`config.mk`:
```
export PLATFORM = sky130hd
export DESIGN_NAME = ctmw_top
export DESIGN_NICKNAME = d
export VERILOG_FILES = /design/src/verilog/ctmw_pkg.sv /design/src/verilog/ctmw_mailbox.sv /design/src/verilog/ctmw_top.sv
export SDC_FILE = /design/constraint.sdc
export NUM_CORES = 1
export LEC_CHECK = 0
export ABC_AREA = 1
export BUFFER_PORTS_ARGS = -buffer_cell sky130_fd_sc_hd__buf_2
export CELL_PAD_IN_SITES_DETAIL_PLACEMENT = 1
export CELL_PAD_IN_SITES_GLOBAL_PLACEMENT = 2
export CORE_ASPECT_RATIO = 0.6
export CORE_MARGIN = 2
export CORE_UTILIZATION = 42
export DETAILED_ROUTE_END_ITERATION = 10
export PLACE_DENSITY_LB_ADDON = 0.2
export SLEW_MARGIN = 10
export SYNTH_ARGS = -nofsm -noshare
export SYNTH_HDL_FRONTEND = slang
export SYNTH_SLANG_ARGS = --single-unit
```
`constraint.sdc`:
```
create_clock -name SYS_CLK -period 2.7 [get_ports SYS_CLK]
set_input_delay 0.135 -clock SYS_CLK [delete_from_list [all_inputs] [get_ports SYS_CLK]]
set_output_delay 0.135 -clock SYS_CLK [all_outputs]
set_load 0.05 [all_outputs]
```
`src/verilog/ctmw_pkg.sv`:
```
// Shared constants and types for the CAN timer and mailbox window
package ctmw_pkg;

  // Special-function-register addresses
  localparam logic [7:0] ADDR_TIMER_PRESCALE = 8'hA1;
  localparam logic [7:0] ADDR_MAILBOX_DATA = 8'hA3;
  localparam logic [7:0] ADDR_TRIGGER_LOW = 8'hA4;
  localparam logic [7:0] ADDR_TRIGGER_HIGH = 8'hA5;
  localparam logic [7:0] ADDR_MSG_TIMER_LOW = 8'hAC;
  localparam logic [7:0] ADDR_MSG_TIMER_HIGH = 8'hAD;
  localparam logic [7:0] ADDR_STAMP_LOW = 8'hAE;
  localparam logic [7:0] ADDR_STAMP_HIGH = 8'hAF;

  // Values after reset, and the read value of unmapped addresses
  localparam logic [7:0] PRESCALE_RST = 8'h00;
  localparam logic [7:0] PRESC_CNT_RST = 8'h00;
  localparam logic [15:0] TIMER_RST = 16'h0000;
  localparam logic [7:0] TRIGGER_LOW_RST = 8'h00;
  localparam logic [7:0] RDATA_RST = 8'h00;
  localparam logic [7:0] UNMAPPED_RDATA = 8'h00;
  localparam logic [2:0] PTR_RST = 3'h0;

  // Mailbox geometry: 15 message objects of 8 bytes each
  localparam int MBX_OBJECTS = 15;
  localparam int MBX_BYTES = 8;
  localparam int MBX_ENTRIES = MBX_OBJECTS * MBX_BYTES;

  // One register access from the core, all in the same clock domain
  typedef struct packed {
    logic [7:0] addr;
    logic [7:0] wdata;
    logic wr;
    logic rd;
  } ctmw_sfr_req_t;

endpackage : ctmw_pkg

```
`src/verilog/ctmw_mailbox.sv`:
```
// Mailbox byte store for all message objects with its cyclic byte pointer
`timescale 1ns/1ps

module ctmw_mailbox
  import ctmw_pkg::*;
(
  input wire logic clk,
  input wire logic rst_n,
  input wire logic [3:0] mob_sel,
  input wire logic ptr_load,
  input wire logic [2:0] ptr_value,
  input wire logic auto_inc_en,
  input wire logic acc_wr,
  input wire logic acc_rd,
  input wire logic [7:0] wdata,
  output logic [7:0] rdata,
  output logic [2:0] ptr_q
);

  logic [2:0] ptr_d;
  logic [7:0] store_q [MBX_ENTRIES];
  logic [6:0] index;
  logic obj_valid;

  // Flat index of the selected byte; object 15 does not exist
  assign obj_valid = (mob_sel < 4'(MBX_OBJECTS));
  assign index = {mob_sel, ptr_q};

  // Read returns zero for the missing object rather than stale data
  assign rdata = obj_valid ? store_q[index] : 8'h00;

  // Pointer: a page load wins over the increment of the same cycle
  always_comb
  begin
    ptr_d = ptr_q;
    if (ptr_load)
    begin
      ptr_d = ptr_value;
    end
    else if (auto_inc_en && (acc_wr || acc_rd))
    begin
      ptr_d = 3'(ptr_q + 3'h1);
    end
  end

  always_ff @(posedge clk or negedge rst_n)
  begin
    if (!rst_n)
    begin
      ptr_q <= PTR_RST;
    end
    else
    begin
      ptr_q <= ptr_d;
    end
  end

  // Storage carries no reset: mailbox content is undefined at power-up
  for (genvar e = 0; e < MBX_ENTRIES; e++)
  begin : g_entry
    always_ff @(posedge clk)
    begin
      if (acc_wr && obj_valid && (index == 7'(e)))
      begin
        store_q[e] <= wdata;
      end
    end
  end

  // Each data access under auto-increment without a page load steps the pointer, wrapping 7 to 0
  chk_ptr_wrap_step: assert property (
    @(posedge clk) disable iff (!rst_n)
    (auto_inc_en && (acc_wr || acc_rd) && !ptr_load) |=> ptr_q == 3'($past(ptr_q) + 3'h1))
    else $error("mailbox pointer did not advance by one");

  // Without auto-increment the pointer only moves on a page load
  chk_ptr_hold_noinc: assert property (
    @(posedge clk) disable iff (!rst_n)
    (!auto_inc_en && !ptr_load) |=> $stable(ptr_q))
    else $error("mailbox pointer moved without auto-increment");

endmodule : ctmw_mailbox

```
`src/verilog/ctmw_top.sv`:
```
// CAN timer, stamp, trigger timer and mailbox data window in SFR space
`timescale 1ns/1ps

module ctmw_top
  import ctmw_pkg::*;
(
  input wire logic SYS_CLK,
  input wire logic RST_N,
  input wire ctmw_sfr_req_t SFR_REQ,
  input wire logic [3:0] MOB_SEL,
  input wire logic PTR_LOAD,
  input wire logic [2:0] PTR_VALUE,
  input wire logic AUTO_INC_EN,
  input wire logic STAMP_EVT,
  input wire logic TTC_EVT,
  output logic [7:0] SFR_RDATA,
  output logic [15:0] TIMER_COUNT,
  output logic [2:0] MBX_PTR
);

  // Register state
  logic [7:0] prescale_value_q;
  logic [7:0] prescale_value_d;
  logic [7:0] presc_cnt_q;
  logic [7:0] presc_cnt_d;
  logic [15:0] timer_q;
  logic [15:0] timer_d;
  logic [7:0] trigger_low_q;
  logic [7:0] trigger_low_d;
  logic [7:0] trigger_high_q;
  logic [7:0] trigger_high_d;
  logic [15:0] stamp_q;
  logic [15:0] stamp_d;
  logic [7:0] rdata_q;
  logic [7:0] rdata_d;

  // Decode and mailbox wiring
  logic wr_prescale;
  logic wr_tim_low;
  logic wr_tim_high;
  logic mbx_wr;
  logic mbx_rd;
  logic tick;
  logic [7:0] mbx_rdata;
  logic [2:0] mbx_ptr_q;

  // Write strobes per register; read-only addresses have no strobe at all
  assign wr_prescale = SFR_REQ.wr && (SFR_REQ.addr == ADDR_TIMER_PRESCALE);
  assign wr_tim_low = SFR_REQ.wr && (SFR_REQ.addr == ADDR_MSG_TIMER_LOW);
  assign wr_tim_high = SFR_REQ.wr && (SFR_REQ.addr == ADDR_MSG_TIMER_HIGH);
  assign mbx_wr = SFR_REQ.wr && (SFR_REQ.addr == ADDR_MAILBOX_DATA);
  assign mbx_rd = SFR_REQ.rd && (SFR_REQ.addr == ADDR_MAILBOX_DATA);

  // Prescaler terminal count; >= keeps counting sane when the value is lowered
  assign tick = (presc_cnt_q >= prescale_value_q);

  ctmw_mailbox u_mailbox (
    .clk (SYS_CLK),
    .rst_n (RST_N),
    .mob_sel (MOB_SEL),
    .ptr_load (PTR_LOAD),
    .ptr_value (PTR_VALUE),
    .auto_inc_en (AUTO_INC_EN),
    .acc_wr (mbx_wr),
    .acc_rd (mbx_rd),
    .wdata (SFR_REQ.wdata),
    .rdata (mbx_rdata),
    .ptr_q (mbx_ptr_q)
  );

  // Prescaler register next value
  always_comb
  begin
    prescale_value_d = prescale_value_q;
    if (wr_prescale)
    begin
      prescale_value_d = SFR_REQ.wdata;
    end
  end

  always_ff @(posedge SYS_CLK or negedge RST_N)
  begin
    if (!RST_N)
    begin
      prescale_value_q <= PRESCALE_RST;
    end
    else
    begin
      prescale_value_q <= prescale_value_d;
    end
  end

  // Timer: divide by prescale+1, then a software byte write overrides the count
  always_comb
  begin
    presc_cnt_d = presc_cnt_q;
    timer_d = timer_q;
    if (tick)
    begin
      presc_cnt_d = PRESC_CNT_RST;
      timer_d = timer_q + 16'h0001;
    end
    else
    begin
      presc_cnt_d = presc_cnt_q + 8'h01;
    end
    if (wr_tim_low)
    begin
      timer_d[7:0] = SFR_REQ.wdata;
    end
    if (wr_tim_high)
    begin
      timer_d[15:8] = SFR_REQ.wdata;
    end
  end

  always_ff @(posedge SYS_CLK or negedge RST_N)
  begin
    if (!RST_N)
    begin
      presc_cnt_q <= PRESC_CNT_RST;
      timer_q <= TIMER_RST;
    end
    else
    begin
      presc_cnt_q <= presc_cnt_d;
      timer_q <= timer_d;
    end
  end

  // Trigger timer low byte captures the count on a trigger event
  always_comb
  begin
    trigger_low_d = trigger_low_q;
    if (TTC_EVT)
    begin
      trigger_low_d = timer_q[7:0];
    end
  end

  always_ff @(posedge SYS_CLK or negedge RST_N)
  begin
    if (!RST_N)
    begin
      trigger_low_q <= TRIGGER_LOW_RST;
    end
    else
    begin
      trigger_low_q <= trigger_low_d;
    end
  end

  // High trigger byte and stamp capture the running count on their events
  always_comb
  begin
    trigger_high_d = trigger_high_q;
    stamp_d = stamp_q;
    if (TTC_EVT)
    begin
      trigger_high_d = timer_q[15:8];
    end
    if (STAMP_EVT)
    begin
      stamp_d = timer_q;
    end
  end

  // No reset here: software must wait for an event before trusting them
  always_ff @(posedge SYS_CLK)
  begin
    trigger_high_q <= trigger_high_d;
    stamp_q <= stamp_d;
  end

  // Read data mux; the answer is registered and holds until the next read
  always_comb
  begin
    rdata_d = rdata_q;
    if (SFR_REQ.rd)
    begin
      if (SFR_REQ.addr == ADDR_TIMER_PRESCALE)
      begin
        rdata_d = prescale_value_q;
      end
      else if (SFR_REQ.addr == ADDR_MAILBOX_DATA)
      begin
        rdata_d = mbx_rdata;
      end
      else if (SFR_REQ.addr == ADDR_TRIGGER_LOW)
      begin
        rdata_d = trigger_low_q;
      end
      else if (SFR_REQ.addr == ADDR_TRIGGER_HIGH)
      begin
        rdata_d = trigger_high_q;
      end
      else if (SFR_REQ.addr == ADDR_MSG_TIMER_LOW)
      begin
        rdata_d = timer_q[7:0];
      end
      else if (SFR_REQ.addr == ADDR_MSG_TIMER_HIGH)
      begin
        rdata_d = timer_q[15:8];
      end
      else if (SFR_REQ.addr == ADDR_STAMP_LOW)
      begin
        rdata_d = stamp_q[7:0];
      end
      else if (SFR_REQ.addr == ADDR_STAMP_HIGH)
      begin
        rdata_d = stamp_q[15:8];
      end
      else
      begin
        rdata_d = UNMAPPED_RDATA;
      end
    end
  end

  always_ff @(posedge SYS_CLK or negedge RST_N)
  begin
    if (!RST_N)
    begin
      rdata_q <= RDATA_RST;
    end
    else
    begin
      rdata_q <= rdata_d;
    end
  end

  // Outputs straight from flops
  assign SFR_RDATA = rdata_q;
  assign TIMER_COUNT = timer_q;
  assign MBX_PTR = mbx_ptr_q;

  // A mailbox read returns the byte under the pointer at the read edge
  chk_mbx_read_byte: assert property (
    @(posedge SYS_CLK) disable iff (!RST_N)
    mbx_rd |=> SFR_RDATA == $past(mbx_rdata))
    else $error("mailbox read returned the wrong byte");

  // Between ticks the timer holds; on a tick it steps by exactly one
  chk_presc_hold: assert property (
    @(posedge SYS_CLK) disable iff (!RST_N)
    (!tick && !wr_tim_low && !wr_tim_high) |=> timer_q == $past(timer_q))
    else $error("timer moved before prescaler terminal count");

  chk_presc_step: assert property (
    @(posedge SYS_CLK) disable iff (!RST_N)
    (tick && !wr_tim_low && !wr_tim_high) |=> timer_q == $past(timer_q) + 16'h0001)
    else $error("timer did not step on prescaler terminal count");

  // Prescaler reads zero while reset is asserted
  chk_presc_reset: assert property (
    @(posedge SYS_CLK)
    !RST_N |-> (prescale_value_q == PRESCALE_RST) && (timer_q == TIMER_RST))
    else $error("prescaler or timer not zero under reset");

  // High and low timer bytes answer at their own addresses
  chk_timer_high_read: assert property (
    @(posedge SYS_CLK) disable iff (!RST_N)
    (SFR_REQ.rd && SFR_REQ.addr == ADDR_MSG_TIMER_HIGH) |=> SFR_RDATA == $past(timer_q[15:8]))
    else $error("timer high byte read wrong");

  chk_timer_low_read: assert property (
    @(posedge SYS_CLK) disable iff (!RST_N)
    (SFR_REQ.rd && SFR_REQ.addr == ADDR_MSG_TIMER_LOW) |=> SFR_RDATA == $past(timer_q[7:0]))
    else $error("timer low byte read wrong");

  // Software writes to the stamp leave it untouched
  chk_stamp_readonly: assert property (
    @(posedge SYS_CLK) disable iff (!RST_N)
    (SFR_REQ.wr && !STAMP_EVT) |=> $stable(stamp_q))
    else $error("stamp changed without a capture event");

  // A stamp event captures the running count
  chk_stamp_capture: assert property (
    @(posedge SYS_CLK) disable iff (!RST_N)
    STAMP_EVT |=> stamp_q == $past(timer_q))
    else $error("stamp did not capture the timer");

  // Trigger timer: low byte zero under reset, full count captured on event
  chk_trig_reset: assert property (
    @(posedge SYS_CLK)
    !RST_N |-> trigger_low_q == TRIGGER_LOW_RST)
    else $error("trigger low byte not zero under reset");

  // Two quiet cycles after an event the captured count is still held
  chk_trig_capture: assert property (
    @(posedge SYS_CLK) disable iff (!RST_N)
    TTC_EVT ##1 !TTC_EVT [*2] |-> {trigger_high_q, trigger_low_q} == $past(timer_q, 2))
    else $error("trigger timer lost its captured count");

endmodule : ctmw_top

```
==> summary.md <==
| Metric | Value |
|---|---|
| Status | `finished clean` |
| Leak pwr | `about 22 nW` |
| Pwr Density | `between 700 and 800 mW/mm^2` |
| Post-synth cell types | `36` |
| Synth top area cells | `edfxtp_1, nand2_1, nor2_1` |
| Final wirelength | `roughly 150 mm` |
| Die H | `~260 um` |
| GPL Wtd Cong | `~0.86` |
| Worst rel slew slack | `46.3%` |
| Max Fclk | `383 MHz` |
| Gr ovfl total | `0` |
| Warnings, synthesis | `0` |
| Via count | `32468` |
| Syn_nets | `4403` |
| Clock tree buffer depth | `3` |
| Ys flop type | `edfxtp_1` |
| Type of origin of the critical path | `register` |
| Worst Skew | `0.0165 ns` |
| Root Buffer | `clkbuf_16` |
| Fin nets | `roughly 4800` |
| FF-to-FF setup slack | `about 0.086 ns` |
| Reg-to-reg critical path startpoint | `u_mailbox.ptr_q[0]` |
| Slew Limit Fails | `0` |
| Period Utilization, post-route | `96.8%` |
| Seq/Total Area, Yosys | `69.0%` |
| Post-synth EDFFs | `~980` |
| Post-synth top area cell | `edfxtp_1` |
| Top-area cell type share of the netlist area | `approximately 66%` |
| Layout cells sized above 1 | `a little over an eighth` |
| First-pass GRT wire length | `between 200 and 250 mm` |
| Post-layout util | `between 50% and 60%` |
| First-pass iteration count of the detailed router | `6` |
| TritonCTS clock tree | `yes` |
| Clk sinks | `approximately 1000` |
| PortBufs | `57` |
| Largest net degree at the start of global routing | `124` |
| Worst EP arrival | `between 3 and 4 ns` |
| # setup viols final | `0` |
| Number of global-route vias before repair | `between 30000 and 40000` |
| Clock latency on the worst-skew pair | `0.73 ns` |
| Setup TNS | `0 ns` |
| RSZ-0062 raised after global routing | `yes` |
| Yosys reg bits | `slightly above 1000` |
| Register area | `a little over 0.03 sq mm` |
| Setup crit end | `SFR_RDATA[7]` |
| DR WL/cell | `between 20 and 25 um` |
| Starting Density | `approximately 42%` |
| Multi-input gate area | `approximately 0.011 sq mm` |
| Core area | `0.105 sq mm` |
| Initial DRC count | `between 3000 and 4000` |
| Ys async rst share | `slightly below 5%` |
| Fillers | `roughly 11000` |
| Max Cap Viol | `0` |
| GRT Util Overall | `between 20% and 30%` |
| Worst endpoint required time | `3.31 ns` |
| I/O Pins | `58` |
| Post-DRT Antenna Nets | `0` |
| Area of the die | `between 0.1 and 0.15 sq mm` |
| Cell Area, Synth | `roughly 0.045 sq mm` |
| Antenna violations before repair | `3` |
| Crit path from | `u_mailbox.ptr_q[0]` |
| Least-Margin Pin Slew | `roughly 0.81 ns` |
| Peak supply drop | `0.541 mV` |
| Top-count cell post-synth | `nand2_1` |
| H-Tree Level Count | `3` |
| Reg2Reg Depth | `18` |
| Hold Crit Class | `in2async` |
| Worst r2r dst | `SFR_RDATA[7]` |
| Number of buffers created by CTS | `99` |
| Hold Fails Final Rpt | `0` |
| Crit Path Class | `reg2reg` |
| Layout area overhead | `18.8%` |
| Mapped Avg Cell Area | `roughly 10 sq um` |
| Post-DP HPWL | `about 97 mm` |
| Row count | `around 90` |
| Via density | `around 5.2` |
| CP Capture Type | `register` |
| Post-Synthesis Cells | `between 4000 and 5000` |
| Worst-path maximum fanout | `30` |
| Synth cell count leaders | `nand2_1, edfxtp_1, nor2_1` |
| Chip Width | `425 um` |
| Final min period | `between 2 and 3 ns` |
| DRC Markers | `0` |
| Clk pin slew, worst setup/hold paths | `~0.06 ns` |
[worst max-delay path, cell delays in order, from the launching register on]
cell and delay [ns]:
dfrtp_4 0.54, buf_12 0.16, buf_12 0.14, bufbuf_16 0.31, nand2_1 0.08, nand2_1 0.05, nand2_1 0.05, nand2_1 0.04
nand2_1 0.09, nand2_1 0.06, o21ai_1 0.24, nand2_2 0.19, nor2_2 0.15, buf_4 0.11, nand2_1 0.05, nand2_2 0.07
nand2_1 0.05, nand2_1 0.05, nand2_1 0.05
[report_power, final]
part / switching (mW) / internal (mW) / leakage (nW)
Sequential: 0.355 / 17.8 / 9.51
Combinational: 4.10 / 1.81 / 10.7
Clock: 6.38 / 7.88 / 1.58
[per-stage QoR]
step | cells | area [sq um] | power [mW] | hold WS [ns] | worst slack, ns
detailed placement | 5974 | 49100 | 24.1 | 0.257 | -0.367
global route | 6198 | 53100 | 39.7 | 0.0441 | -0.0387
finish | 6198 | 53100 | 38.4 | 0.0358 | 0.0856
global placement | 5974 | 49100 | 24.0 | 0.251 | -0.431
floorplan | 4358 | 44700 | 21.5 | -0.161 | 0.152
CTS | 6178 | 52600 | 38.3 | 0.0111 | -0.0393
[routing by layer]
metal	share of wire (%)	track usage (%)
met2	41	37.7
met1	50	43.5
met5	0	0
met4	1.6	4.77
met3	6.8	4.87
[flip-flops by register name (all words and copies together) (netlist names)]
signal and cells:
SFR_RDATA 8, TIMER_COUNT 16, presc_cnt_q 8, prescale_value_q 8, stamp_q 16, trigger_high_q 8, trigger_low_q 8, u_mailbox.ptr_q 3
u_mailbox.store_q 960
[layout by cell type (no fill, tap or decap), drive strengths merged, types with 2 or more instances in the layout]
cell         count
buf            419
nand4           17
nand3          190
xor2            10
dfrtp           51
inv            407
a21oi           29
dlygate4sd3     20
clkbuf         132
o22ai            6
nor3             7
a31oi            3
bufinv          10
xnor2            2
nand2         1607
o21ai          326
o211ai          10
clkinv          44
ha              14
nor4             6
nor2           487
edfxtp         984
[what timing repair did]
item                                   CTS  global route
pin swaps                                1            12
hold buffers                            20             0
gates cloned                             1             6
setup endpoints to repair                6            14
endpoints found under the hold margin  340             0
resized for setup                       10            68
buffers inserted                         0            14
[cell type report]
| class | count | area share [%] |
|---|---|---|
| Sequential cell | 1035 | 58.1 |
| Multi-Input combinational cell | 2719 | 21.6 |
| Timing Repair Buffer | 443 | 7.89 |
| Clock buffer | 129 | 4.98 |
| Tap cell | 1410 | 3.32 |
| Inverter | 404 | 2.92 |
| Clock inverter | 54 | 1.09 |
| Timing Repair inverter | 3 | 0.0637 |
| Antenna cell | 1 | 0.00472 |
[logic make-up after synthesis]
logic type | share of synthesized area, %
flip-flops | 69.0
adder cells (fa/ha/maj) | 0.392
XOR/XNOR | 0.235
AND/OR/NAND/NOR | 20.4
buffers and inverters | 5.65
AO/OA/AOI/OAI | 4.32
[worst min path at each step]
| stage | end | slack, ns | depth (start not counted) |
|---|---|---|---|
| after floorplan | SFR_RDATA[0] | -0.16 | 0 |
| after global placement | TIMER_COUNT[11] | 0.25 | 1 |
| after detailed placement | TIMER_COUNT[11] | 0.26 | 1 |
| after CTS | u_mailbox.ptr_q[1] | 0.01 | 2 |
| after global routing | prescale_value_q[4] | 0.04 | 2 |
| final | prescale_value_q[3] | 0.04 | 2 |
Power figures use the tool's default switching activity.
